--- src/include/cms_params.svh ---
`ifndef CMS_PARAMS_SVH
`define CMS_PARAMS_SVH

// ---------------------------------------------------------------
// Register indices (byte address is four times the index)
// ---------------------------------------------------------------
`define CMS_IDX_MUTE        8'h03
`define CMS_IDX_PLL         8'h04
`define CMS_IDX_OSC         8'h05
`define CMS_IDX_IRQ_STATUS  8'h10
`define CMS_IDX_IRQ_MASK    8'h11

// ---------------------------------------------------------------
// Field positions
// ---------------------------------------------------------------
`define CMS_BIT_FRAME_CLK   7
`define CMS_BIT_BUF_EN      6
`define CMS_BIT_POWERUP     5
`define CMS_BIT_MUTE_L      4
`define CMS_BIT_MUTE_R      0
`define CMS_BIT_PLL_UNLOCK  4
`define CMS_BIT_PLL_EN      0
`define CMS_BIT_OSC_SEL     5
`define CMS_BIT_OSC_PD      4
`define CMS_BIT_OSC_AUTO    0
`define CMS_IRQ_WIDTH       5

// ---------------------------------------------------------------
// Reset values
// ---------------------------------------------------------------
`define CMS_RST_MUTE        1'b0
`define CMS_RST_PLL_EN      1'b1
`define CMS_RST_PLL_UNLOCK  1'b0
`define CMS_RST_OSC_AUTO    1'b1
`define CMS_RST_IRQ_MASK    5'h00

// ---------------------------------------------------------------
// Timing
// ---------------------------------------------------------------
`define CMS_CLK_NS          20
`define CMS_FRAME_DIV_BITS  10
`define CMS_RAMP_STEP_NS    1000
`define CMS_RAMP_STEP_CYC   ((`CMS_RAMP_STEP_NS + `CMS_CLK_NS - 1) / `CMS_CLK_NS)
`define CMS_RAMP_CNT_BITS   6
`define CMS_GAIN_FULL       8'hff
`define CMS_GAIN_MUTE       8'h00

`endif

--- src/include/cms_pkg.sv ---
package cms_pkg;

	// Power-on detections feeding the backend status bits
	typedef struct packed {
		logic ldo_in_por;
		logic ldo_out_por;
		logic analog_supply_por;
		logic charge_pump_supply_por;
		logic line_amp_unmuted;
	} cms_power_type;

	// Clock-source status from the clock tree
	typedef struct packed {
		logic pll_locked;
		logic osc_in_use;
		logic osc_needed;
		logic clock_error;
	} cms_clk_status_type;

	// Ramp engine states
	typedef enum logic [1:0] {
		CMS_RAMP_IDLE = 2'b00,
		CMS_RAMP_DOWN = 2'b01,
		CMS_RAMP_UP   = 2'b10
	} cms_ramp_state_type;

endpackage : cms_pkg

--- src/logic/cms_vol_ramp.sv ---
`timescale 1ns/10ps
`include "cms_params.svh"

module cms_vol_ramp (
	input  wire logic       pclk,
	input  wire logic       presetn,
	input  wire logic       ce,
	input  wire logic       mute_req,
	output logic [7:0]      gain,
	output logic            ramp_done
);

	cms_pkg::cms_ramp_state_type        state;
	logic [`CMS_RAMP_CNT_BITS-1:0]      step_cnt;
	logic                               step_tick;

	// ---------------------------------------------------------------
	// Step timer
	// ---------------------------------------------------------------
	assign step_tick = (step_cnt == `CMS_RAMP_CNT_BITS'(`CMS_RAMP_STEP_CYC - 1));

	// Paces gain steps while ramping
	always_ff @(posedge pclk or negedge presetn) begin
		if (!presetn)
			step_cnt <= '0;
		else if (ce) begin
			if (state == cms_pkg::CMS_RAMP_IDLE || step_tick)
				step_cnt <= '0;
			else
				step_cnt <= step_cnt + `CMS_RAMP_CNT_BITS'(1);
		end
	end

	// ---------------------------------------------------------------
	// Ramp state and gain
	// ---------------------------------------------------------------
	// Gain walks one step at a time, never jumps
	always_ff @(posedge pclk or negedge presetn) begin
		if (!presetn) begin
			state     <= cms_pkg::CMS_RAMP_IDLE;
			gain      <= `CMS_GAIN_FULL;
			ramp_done <= 1'b0;
		end else if (ce) begin
			ramp_done <= 1'b0;
			unique case (state)
				cms_pkg::CMS_RAMP_IDLE: begin
					if (mute_req && gain != `CMS_GAIN_MUTE)
						state <= cms_pkg::CMS_RAMP_DOWN;
					else if (!mute_req && gain != `CMS_GAIN_FULL)
						state <= cms_pkg::CMS_RAMP_UP;
				end
				cms_pkg::CMS_RAMP_DOWN: begin
					if (!mute_req)
						state <= cms_pkg::CMS_RAMP_UP;  // Reverse mid-ramp
					else if (step_tick) begin
						gain <= gain - 8'h01;
						if (gain == 8'h01) begin
							state     <= cms_pkg::CMS_RAMP_IDLE;
							ramp_done <= 1'b1;
						end
					end
				end
				cms_pkg::CMS_RAMP_UP: begin
					if (mute_req)
						state <= cms_pkg::CMS_RAMP_DOWN;  // Reverse mid-ramp
					else if (step_tick) begin
						gain <= gain + 8'h01;
						if (gain == 8'hfe) begin
							state     <= cms_pkg::CMS_RAMP_IDLE;
							ramp_done <= 1'b1;
						end
					end
				end
				default: state <= cms_pkg::CMS_RAMP_IDLE;
			endcase
		end
	end

endmodule : cms_vol_ramp

--- src/logic/cms_regs.sv ---
`timescale 1ns/10ps
`include "cms_params.svh"

module cms_regs (
	input  wire logic                       pclk,
	input  wire logic                       presetn,
	input  wire logic                       ce,
	input  wire logic                       psel,
	input  wire logic                       penable,
	input  wire logic                       pwrite,
	input  wire logic [9:0]                 paddr,
	input  wire logic [31:0]                pwdata,
	output logic      [31:0]                prdata,
	output logic                            pready,
	output logic                            pslverr,
	input  wire cms_pkg::cms_power_type     power_status,
	input  wire cms_pkg::cms_clk_status_type clk_status,
	input  wire logic                       standby_request,
	output logic                            backend_frame_clk,
	output logic                            pll_enable,
	output logic                            mclk_select_external,
	output logic                            osc_power_enable,
	output logic                            standby_force,
	output logic      [7:0]                 left_gain,
	output logic      [7:0]                 right_gain,
	output logic                            irq
);

	// ---------------------------------------------------------------
	// Declarations
	// ---------------------------------------------------------------
	logic                               left_soft_mute_request;
	logic                               right_soft_mute_request;
	logic                               pll_enable_bit;
	logic                               fallback_osc_auto_off;
	logic                               pll_unlocked_flag;
	logic                               backend_buffer_enable_status;
	logic                               backend_powerup_status;
	logic                               fallback_osc_selected;
	logic                               fallback_osc_powered_down;
	logic [`CMS_FRAME_DIV_BITS-1:0]     frame_cnt;
	logic [`CMS_IRQ_WIDTH-1:0]          irq_status;
	logic [`CMS_IRQ_WIDTH-1:0]          irq_mask;
	logic [`CMS_IRQ_WIDTH-1:0]          irq_event;
	logic [`CMS_IRQ_WIDTH-1:0]          next_irq_status;
	logic                               unlock_prev;
	logic                               clk_err_prev;
	logic                               osc_sel_prev;
	logic                               left_done;
	logic                               right_done;
	logic                               access;
	logic                               complete;
	logic                               wr_done;
	logic                               rd_done;
	logic                               hit;
	logic [7:0]                         rd_value;

	// ---------------------------------------------------------------
	// Helpers
	// ---------------------------------------------------------------
	// Byte address of a register index
	function automatic logic [9:0] byte_addr(input logic [7:0] idx);
		byte_addr = {idx, 2'b00};
	endfunction : byte_addr

	// True when the bus address selects a register index
	function automatic logic addr_is(input logic [9:0] addr, input logic [7:0] idx);
		addr_is = (addr == byte_addr(idx));
	endfunction : addr_is

	// ---------------------------------------------------------------
	// APB handshake
	// ---------------------------------------------------------------
	assign access   = psel && penable;
	assign complete = access && pready;
	assign wr_done  = complete && pwrite;
	assign rd_done  = access && !pready && !pwrite;  // Same edge that captures read data
	assign hit      = addr_is(paddr, `CMS_IDX_MUTE) || addr_is(paddr, `CMS_IDX_PLL) ||
	                  addr_is(paddr, `CMS_IDX_OSC) || addr_is(paddr, `CMS_IDX_IRQ_STATUS) ||
	                  addr_is(paddr, `CMS_IDX_IRQ_MASK);

	// One wait state, then ready with data and error
	always_ff @(posedge pclk or negedge presetn) begin
		if (!presetn) begin
			pready  <= 1'b0;
			pslverr <= 1'b0;
			prdata  <= 32'h0000_0000;
		end else if (ce) begin
			pready  <= access && !pready;
			pslverr <= access && !pready && !hit;
			if (access && !pready && (!pwrite || !hit))
				prdata <= {24'h00_0000, rd_value};  // Zero on any refused access
		end
	end

	// ---------------------------------------------------------------
	// Read mux
	// ---------------------------------------------------------------
	// Reserved bits fill with zero
	always_comb begin
		rd_value = 8'h00;
		if (addr_is(paddr, `CMS_IDX_MUTE)) begin
			rd_value[`CMS_BIT_FRAME_CLK] = backend_frame_clk;
			rd_value[`CMS_BIT_BUF_EN]    = backend_buffer_enable_status;
			rd_value[`CMS_BIT_POWERUP]   = backend_powerup_status;
			rd_value[`CMS_BIT_MUTE_L]    = left_soft_mute_request;
			rd_value[`CMS_BIT_MUTE_R]    = right_soft_mute_request;
		end else if (addr_is(paddr, `CMS_IDX_PLL)) begin
			rd_value[`CMS_BIT_PLL_UNLOCK] = pll_unlocked_flag;
			rd_value[`CMS_BIT_PLL_EN]     = pll_enable_bit;
		end else if (addr_is(paddr, `CMS_IDX_OSC)) begin
			rd_value[`CMS_BIT_OSC_SEL]  = fallback_osc_selected;
			rd_value[`CMS_BIT_OSC_PD]   = fallback_osc_powered_down;
			rd_value[`CMS_BIT_OSC_AUTO] = fallback_osc_auto_off;
		end else if (addr_is(paddr, `CMS_IDX_IRQ_STATUS)) begin
			rd_value[`CMS_IRQ_WIDTH-1:0] = irq_status;
		end else if (addr_is(paddr, `CMS_IDX_IRQ_MASK)) begin
			rd_value[`CMS_IRQ_WIDTH-1:0] = irq_mask;
		end
	end

	// ---------------------------------------------------------------
	// Writable control bits
	// ---------------------------------------------------------------
	// Mute requests, only their own bits are stored
	always_ff @(posedge pclk or negedge presetn) begin
		if (!presetn) begin
			left_soft_mute_request  <= `CMS_RST_MUTE;
			right_soft_mute_request <= `CMS_RST_MUTE;
		end else if (ce && wr_done && addr_is(paddr, `CMS_IDX_MUTE)) begin
			left_soft_mute_request  <= pwdata[`CMS_BIT_MUTE_L];
			right_soft_mute_request <= pwdata[`CMS_BIT_MUTE_R];
		end
	end

	// PLL enable control
	always_ff @(posedge pclk or negedge presetn) begin
		if (!presetn)
			pll_enable_bit <= `CMS_RST_PLL_EN;
		else if (ce && wr_done && addr_is(paddr, `CMS_IDX_PLL))
			pll_enable_bit <= pwdata[`CMS_BIT_PLL_EN];
	end

	// Oscillator auto-off control
	always_ff @(posedge pclk or negedge presetn) begin
		if (!presetn)
			fallback_osc_auto_off <= `CMS_RST_OSC_AUTO;
		else if (ce && wr_done && addr_is(paddr, `CMS_IDX_OSC))
			fallback_osc_auto_off <= pwdata[`CMS_BIT_OSC_AUTO];
	end

	// Interrupt mask
	always_ff @(posedge pclk or negedge presetn) begin
		if (!presetn)
			irq_mask <= `CMS_RST_IRQ_MASK;
		else if (ce && wr_done && addr_is(paddr, `CMS_IDX_IRQ_MASK))
			irq_mask <= pwdata[`CMS_IRQ_WIDTH-1:0];
	end

	// ---------------------------------------------------------------
	// Status bits
	// ---------------------------------------------------------------
	// Backend and clock status, sampled each cycle
	always_ff @(posedge pclk or negedge presetn) begin
		if (!presetn) begin
			backend_buffer_enable_status <= 1'b0;
			backend_powerup_status       <= 1'b0;
			pll_unlocked_flag            <= `CMS_RST_PLL_UNLOCK;
			fallback_osc_selected        <= 1'b0;
			fallback_osc_powered_down    <= 1'b0;
		end else if (ce) begin
			backend_buffer_enable_status <= power_status.ldo_in_por &&
			                                power_status.ldo_out_por;
			backend_powerup_status       <= power_status.analog_supply_por &&
			                                power_status.charge_pump_supply_por &&
			                                power_status.line_amp_unmuted;
			pll_unlocked_flag            <= !pll_enable_bit ||
			                                !clk_status.pll_locked;
			fallback_osc_selected        <= clk_status.osc_in_use;
			fallback_osc_powered_down    <= fallback_osc_auto_off &&
			                                !clk_status.osc_in_use &&
			                                !clk_status.osc_needed;
		end
	end

	// Clock source and standby controls
	always_ff @(posedge pclk or negedge presetn) begin
		if (!presetn) begin
			pll_enable           <= `CMS_RST_PLL_EN;
			mclk_select_external <= !`CMS_RST_PLL_EN;
			osc_power_enable     <= 1'b1;
			standby_force        <= 1'b0;
		end else if (ce) begin
			pll_enable           <= pll_enable_bit;
			mclk_select_external <= !pll_enable_bit;
			osc_power_enable     <= !(fallback_osc_auto_off && !clk_status.osc_in_use &&
			                          !clk_status.osc_needed);
			standby_force        <= standby_request || clk_status.clock_error;
		end
	end

	// ---------------------------------------------------------------
	// Backend frame clock
	// ---------------------------------------------------------------
	// Divide by 1024, held low in standby
	always_ff @(posedge pclk or negedge presetn) begin
		if (!presetn) begin
			frame_cnt         <= '0;
			backend_frame_clk <= 1'b0;
		end else if (ce) begin
			if (standby_force) begin
				frame_cnt         <= '0;
				backend_frame_clk <= 1'b0;
			end else begin
				frame_cnt         <= frame_cnt + `CMS_FRAME_DIV_BITS'(1);
				backend_frame_clk <= frame_cnt[`CMS_FRAME_DIV_BITS-1];
			end
		end
	end

	// ---------------------------------------------------------------
	// Volume ramps
	// ---------------------------------------------------------------
	// Left channel soft mute
	cms_vol_ramp u_ramp_left (
		.pclk      (pclk),
		.presetn   (presetn),
		.ce        (ce),
		.mute_req  (left_soft_mute_request),
		.gain      (left_gain),
		.ramp_done (left_done)
	);

	// Right channel soft mute
	cms_vol_ramp u_ramp_right (
		.pclk      (pclk),
		.presetn   (presetn),
		.ce        (ce),
		.mute_req  (right_soft_mute_request),
		.gain      (right_gain),
		.ramp_done (right_done)
	);

	// ---------------------------------------------------------------
	// Interrupts
	// ---------------------------------------------------------------
	// Edge history for event detection
	always_ff @(posedge pclk or negedge presetn) begin
		if (!presetn) begin
			unlock_prev  <= 1'b0;
			clk_err_prev <= 1'b0;
			osc_sel_prev <= 1'b0;
		end else if (ce) begin
			unlock_prev  <= pll_unlocked_flag;
			clk_err_prev <= clk_status.clock_error;
			osc_sel_prev <= fallback_osc_selected;
		end
	end

	// Lock lost, clock error, oscillator taken over, ramps finished
	assign irq_event = {right_done, left_done,
	                    fallback_osc_selected && !osc_sel_prev,
	                    clk_status.clock_error && !clk_err_prev,
	                    pll_unlocked_flag && !unlock_prev};

	// Read of the status clears it; a new event wins
	always_comb begin
		next_irq_status = irq_status;
		if (rd_done && addr_is(paddr, `CMS_IDX_IRQ_STATUS))
			next_irq_status = '0;
		next_irq_status = next_irq_status | irq_event;
	end

	// Sticky status and level interrupt
	always_ff @(posedge pclk or negedge presetn) begin
		if (!presetn) begin
			irq_status <= '0;
			irq        <= 1'b0;
		end else if (ce) begin
			irq_status <= next_irq_status;
			irq        <= |(next_irq_status & irq_mask);
		end
	end

endmodule : cms_regs

--- config.mk ---
export PLATFORM = sky130hd
export DESIGN_NAME = cms_regs
export DESIGN_NICKNAME = d
export VERILOG_FILES = /design/src/include/cms_pkg.sv /design/src/logic/cms_vol_ramp.sv /design/src/logic/cms_regs.sv
export VERILOG_INCLUDE_DIRS = /design/src /design/src/include
export SDC_FILE = /design/constraint.sdc
export NUM_CORES = 1
export LEC_CHECK = 0
export BUFFER_PORTS_ARGS = -buffer_cell sky130_fd_sc_hd__buf_4
export CORE_ASPECT_RATIO = 1.5
export CORE_MARGIN = 5
export CORE_UTILIZATION = 26
export DETAILED_ROUTE_END_ITERATION = 8
export GPL_TIMING_DRIVEN = 0
export PLACE_DENSITY_LB_ADDON = 0.12
export SLEW_MARGIN = 20
export SYNTH_ARGS = -nofsm -noshare
export SYNTH_HDL_FRONTEND = slang
export SYNTH_HIERARCHICAL = 1
export SYNTH_SLANG_ARGS = --single-unit
export TNS_END_PERCENT = 50
--- constraint.sdc ---
create_clock -name pclk -period 2.05 [get_ports pclk]
set_clock_uncertainty 0.05 [all_clocks]
set_input_delay 0.615 -clock pclk [delete_from_list [all_inputs] [get_ports pclk]]
set_output_delay 0.615 -clock pclk [all_outputs]
set_load 0.03 [all_outputs]
[After elaboration in Yosys (flattened, before gate mapping)]
Index checks and enable logic that the tools add are counted.
Storage, ports and cells
  input bits: 58
  word-level logic and storage cells: 196
  register bits after elaboration: 82
  output and inout port bits: 56
Cells by class
  $add $sub $neg: 7
  muxes and demuxes: 61
  bitwise operators: 2
  reduce and logical (&&, ||, !) cells: 59
  equal/unequal tests: 35
Operators with widths (number)
  $mux 8: 8
  $mux 2: 18
  $pmux 8 s2: 2
  $logic_and 1x1->1: 25
  $ne 3x2->1 const B: 8
  $reduce_and 6->1: 4
  $eq 10x5->1 const B: 2
  $eq 10x7->1 const B: 2
  $mux 1: 20
  $add 8x1->8 const B: 2
  $eq 8x1->1 const B: 2
  $eq 8x8->1 const B: 2
  $ne 8x8->1 const B: 2
  $reduce_bool 8->1: 2
  $sub 8x1->8 const B: 2
  $mux 5: 3
  $logic_not 1->1: 13
  $add 6x1->6 const B: 2
  $eq 6x6->1 const B: 2
  $mux 6: 2
  $pmux 2 s3: 2
  $add 10x1->10 const B: 1
  $eq 10x4->1 const B: 1
  $mux 10: 1
  other kinds (14): 36

[Longest topological paths before layout]
  depth after elaboration: 9
  mapped depth: 8
  gate-level depth less buffers: 7

[Modules after synthesis]
Netlist, hierarchy kept.
By module, submodules not included
  cms_regs: times used 1, cells an instance 239, seq. area each 1206.2 um^2, area an instance 2566.2 um^2
  cms_vol_ramp at u_ramp_left: times used 1, cells an instance 122, seq. area each 435.4 um^2, area an instance 1206.2 um^2
  cms_vol_ramp at u_ramp_right: times used 1, cells an instance 120, seq. area each 435.4 um^2, area an instance 1136.1 um^2

[Least setup slack after synthesis]
OpenSTA, ideal clock, no wires.
  path kind: in2reg
  from: input port paddr[1]
  to: register irq_mask[0]
  data arrival time: 2.104 ns
  path buffers: 1
  setup slack: -0.229 ns
  library setup time: 0.125 ns
  data required time: 1.875 ns
  stages: 5
  cells stage by stage: or4_4 nor4_4 and3_1 buf_6 mux2_4
Between the ends
  longest elaborated chain between the ends: 2
RTL lines
  start: declaration: line cms_regs.sv:11  | input wire logic [9:0] paddr,
  $eq 10x7->1: line cms_regs.sv:68  | addr_is = (addr == byte_addr(idx));
  $logic_and 1x1->1: line cms_regs.sv:156  | else if (ce && wr_done && addr_is(paddr, `CMS_IDX_IRQ_MASK))
  end signal: assignment: line cms_regs.sv:155  | irq_mask <= `CMS_RST_IRQ_MASK;
  end signal: assignment: line cms_regs.sv:157  | irq_mask <= pwdata[`CMS_IRQ_WIDTH-1:0];
  end: declaration: line cms_regs.sv:43  | logic [`CMS_IRQ_WIDTH-1:0] irq_mask;
No other way between the ends.
A chain may end at the register's enable or synchronous reset.

[Worst setup path after layout]
  from: register u_ramp_right.state[0]
  to: register u_ramp_right.gain[7]
Between the ends
  longest elaborated chain between the ends: 3
  elaborated cells on any way between the ends: 9
  classes of those cells: eq/ne (6); mux (1); reduce/logical (2)
RTL lines
  start: declaration: line cms_vol_ramp.sv:13  | cms_pkg::cms_ramp_state_type state;
  start signal: assignment: line cms_vol_ramp.sv:40  | state <= cms_pkg::CMS_RAMP_IDLE;
  start signal: assignment: line cms_vol_ramp.sv:48  | state <= cms_pkg::CMS_RAMP_DOWN;
  start signal: assignment: line cms_vol_ramp.sv:50  | state <= cms_pkg::CMS_RAMP_UP;
  $eq 2x2->1 / $eq 2x1->1 (equally long branches): line cms_vol_ramp.sv:45  | unique case (state)
  $ne 2x1->1 (no line), or another cell as far along
  $reduce_and 6->1 (no line)
  end signal: assignment: line cms_vol_ramp.sv:41  | gain <= `CMS_GAIN_FULL;
  end signal: assignment: line cms_vol_ramp.sv:56  | gain <= gain - 8'h01;
  end signal: assignment: line cms_vol_ramp.sv:67  | gain <= gain + 8'h01;
  end: declaration: line cms_vol_ramp.sv:9  | output logic [7:0] gain,
Several ways; a longest one is shown, not always the timed one.

==> flow_summary_export.csv <==
group,metric,value,unit
outcome,status,"finished, violations left",
outcome,violations,"negative setup slack",
job,drv_cap,0,
grt,grt_first_pass_wirelength,20.5,mm
synth,synthCells,481,
route,ant_nets,0,
sta,relSlewSlack,48.5,%
worst_setup_path,worst_path_max_delay_cell,"a2111o_1",
clock_network,cts_inserted_buffers,9,
layout,final_cells,838,
layout,nNetsFinal,661,
worst_setup_path,cp.required,2.27,ns
clock_network,clkSinkCount,82,
worst_setup_path,cp-start-kind,"flop",
clock_network,ctsRootBufferMaster,"clkbuf_16",
route,drt_iter0_markers,150,
synth,synth_edf_count,0,
floorplanning,core,18500,um2
grt,grt_pass1_vias,4022,
place,gp_congestion,0.786,
worst_setup_path,worstSetupPathType,"flop to flop",
layout,multi_input_area,2620,um2
worst_setup_path,crit_path_end_kind,"flop",
synth,yosys.area.top_type,"dfrtp_1",
synth,ys_seq_area_share,42.3,%
route,wl,12.5,mm
pwr,power_density,731,nW/um2
synth,yosysUniqueCellTypes,71,
sta,drv_slew,0,
grt,overflow,0,
sta,rsz0062_at_grt,"true",
synth,syn_avg_cell_area,10.2,um2
layout,fillCellCount,1914,
sta,finalCritPeriodShare,101,%
worst_setup_path,crit_arrival,2.28,ns
sta,hold_viol_final,0,
clock_network,clockBufferDepth,2,
grt,grt_max_degree,83,
floorplanning,initial_utilization,26.5,%
floorplanning,rows,61,
floorplanning,die_h,178,um
route,wl_per_cell,14.9,um
clock_network,htree_levels,3,
floorplanning,die_w,122,um
place,portBuffers,61,
worst_setup_path,path_max_fanout,6,
sta,whs,0.265,ns
layout,area_growth_syn_to_layout,27.4,%
route,drc_errors,0,
synth,netlist_area,4910,um2
layout,n_antenna_cell,0,
worst_setup_path,rr_worst_depth,7,
sta,setup_tns,-0.0134,ns
layout,drive_gt1_share,33.3,%
clock_network,worst_skew_pair.late_latency,0.34,ns
synth,ys_ff_latch,82,
floorplanning,ios,114,
clock_network,clkTransAtPathRegs,0.07,ns
synth,synthArstFlopShare,100,%
sta,timing.fmax,485,MHz
hold_path,hold_path_class,"input pin to asynchronous set/reset pin",
layout,finish.instance_area,6250,um2
grt,grt_usage,12.0,%
clock_network,tritoncts,"built",
route,drt-pass1-iter-count,5,
grt,antenna_found_initial,0,
sta,fin_crit,2.06,ns
synth,yosysWarnings,6,
synth,synth_ff_type,"dfrtp_1",
pwr,p_leak,2.84,nW
floorplanning,die_area,21800,um2
sta,setup_ws,-0.0134,ns
pwr,ir_drop,0.441,mV
place,placed_area,5780,um2
synth,yosysTopAreaCellShare,31.6,%
route,vias_per_cell,4.57,
sta,worst_pin_slew,0.773,ns
place,post-place-ws,-0.354,ns
place,placed_cells,817,
worst_setup_path,path_cells,"inv_2 > ha_4 > or3b_1 > a2111o_1 > nand2b_4 > a21oi_4 > xor2_1",
sta,setup_viol,1,
worst_setup_path,cp_slowest_stage_delay,0.46,ns
route,num_vias,3826,
synth,synth_area_leaders,"dfrtp_1 (32%), dfstp_2 (11%), ha_1 (5.6%), buf_4 (3.7%), mux2_2 (3.2%)",
layout,seqCellArea,2080,um2
place,hpwlAfterDp,9.31,mm
-- routing by layer --
layer | GRT usage, % | vias up | routed length (um)
met3 | 2.22 | 13 | 518
met4 | 4.48 | 0 | 248
met2 | 21.5 | 81 | 6550
met1 | 14.0 | 1873 | 5200
li1 | - | 1859 | -
met5 | 0 | - | 0
-- layout by cell type, fill, tap and decap left out, types with 15 or more instances in the layout --
cell / synthesis / layout
ha_1: 22 / 20
buf_4: 24 / 92
nand2_1: 37 / 37
xnor2_1: 16 / 15
nor2_1: 31 / 28
dfrtp_1: 62 / 62
dfstp_2: 20 / 20
o21ai_0: 16 / 16
nand4_1: 17 / 17
inv_1: 28 / 26
conb_1: 1 / 24
-- path summary, 6_finish.rpt --
check,end,slack (ns),startpoint
max,u_ramp_right/gain[7],-0.01,u_ramp_right/state[0]
min,frame_cnt[7],0.26,presetn
max reg2reg,u_ramp_right/gain[7],-0.01,u_ramp_right/state[0]
min reg2reg,irq_status[0],0.39,unlock_prev
max in group asynchronous,u_ramp_right/step_cnt[2],1.15,presetn
min in group pclk,irq_status[0],0.39,unlock_prev
-- sequential cells by signal (all words and copies together) (netlist names), 5 cells and up --
signal	flops
frame_cnt	10
prdata	8
u_ramp_left/gain	8
u_ramp_right/step_cnt	6
irq_status	5
u_ramp_right/gain	8
u_ramp_left/step_cnt	6
irq_mask	5
-- synth_stat cells, types with 9 or more instances --
| master | n |
|---|---|
| mux2i_1 | 9 |
| a21oi_1 | 15 |
| buf_4 | 24 |
| inv_1 | 28 |
| nand4_1 | 17 |
| dfrtp_1 | 62 |
| ha_1 | 22 |
| nor2_1 | 31 |
| o21ai_0 | 16 |
| mux2_2 | 14 |
| nand3_1 | 14 |
| xnor2_1 | 16 |
| nand2_1 | 37 |
| dfstp_2 | 20 |
| clkbuf_1 | 12 |
| xor2_1 | 13 |
-- power by group --
group          switching, mW  internal (mW)
Clock                  0.700           1.07
Sequential             0.113           1.72
Combinational          0.568          0.402
Total                   1.38           3.19
-- through the flow --
step / util [%] / total power, mW
6_report: 33.7 / 4.57
5_1_grt: 33.7 / 4.85
4_1_cts: 33.5 / 4.65
3_5_place_dp: 31.2 / 2.79
3_3_place_gp: 31.2 / 2.78
2_1_floorplan: - / 2.51
-- layout make-up --
cell class              count  area share (%)
repair buffers             69            8.46
flip-flops and latches     82            33.2
plain buffers              42            4.64
multi-input cells         349            41.9
well taps                 252            5.04
clock buffers               9            3.60
inverters                  28            1.68
clock inverters             7            1.50
-- critical path: cells and delay by family (launching register included) --
family	cells	cell delay [ns]
AO/OA/AOI/OAI	2	0.58
flip-flops	1	0.42
buffers and inverters	1	0.09
AND/OR/NAND/NOR	2	0.54
XOR/XNOR	1	0.15
adder cells (fa/ha/maj)	1	0.16
-- cells by family after synthesis --
family / count (synthesis) / share of synthesized area (%)
AO/OA/AOI/OAI: 74 / 10.4
XOR/XNOR: 29 / 5.17
adder cells (fa/ha/maj): 22 / 5.61
buffers and inverters: 73 / 8.16
AND/OR/NAND/NOR: 170 / 21.1
other: 1 / 0.0764
multiplexers: 30 / 7.19
flip-flops: 82 / 42.3
-- repair_timing --
| item | CTS | global route |
|---|---|---|
| setup buffers | 7 | 1 |
| endpoints found under the setup margin | 8 | 25 |
| hold buffers | 0 | 0 |
| gates resized for setup | 15 | 9 |
| hold endpoints to repair | 0 | 0 |
| pin swaps | 5 | 3 |
(Power assumes the default switching activity.)
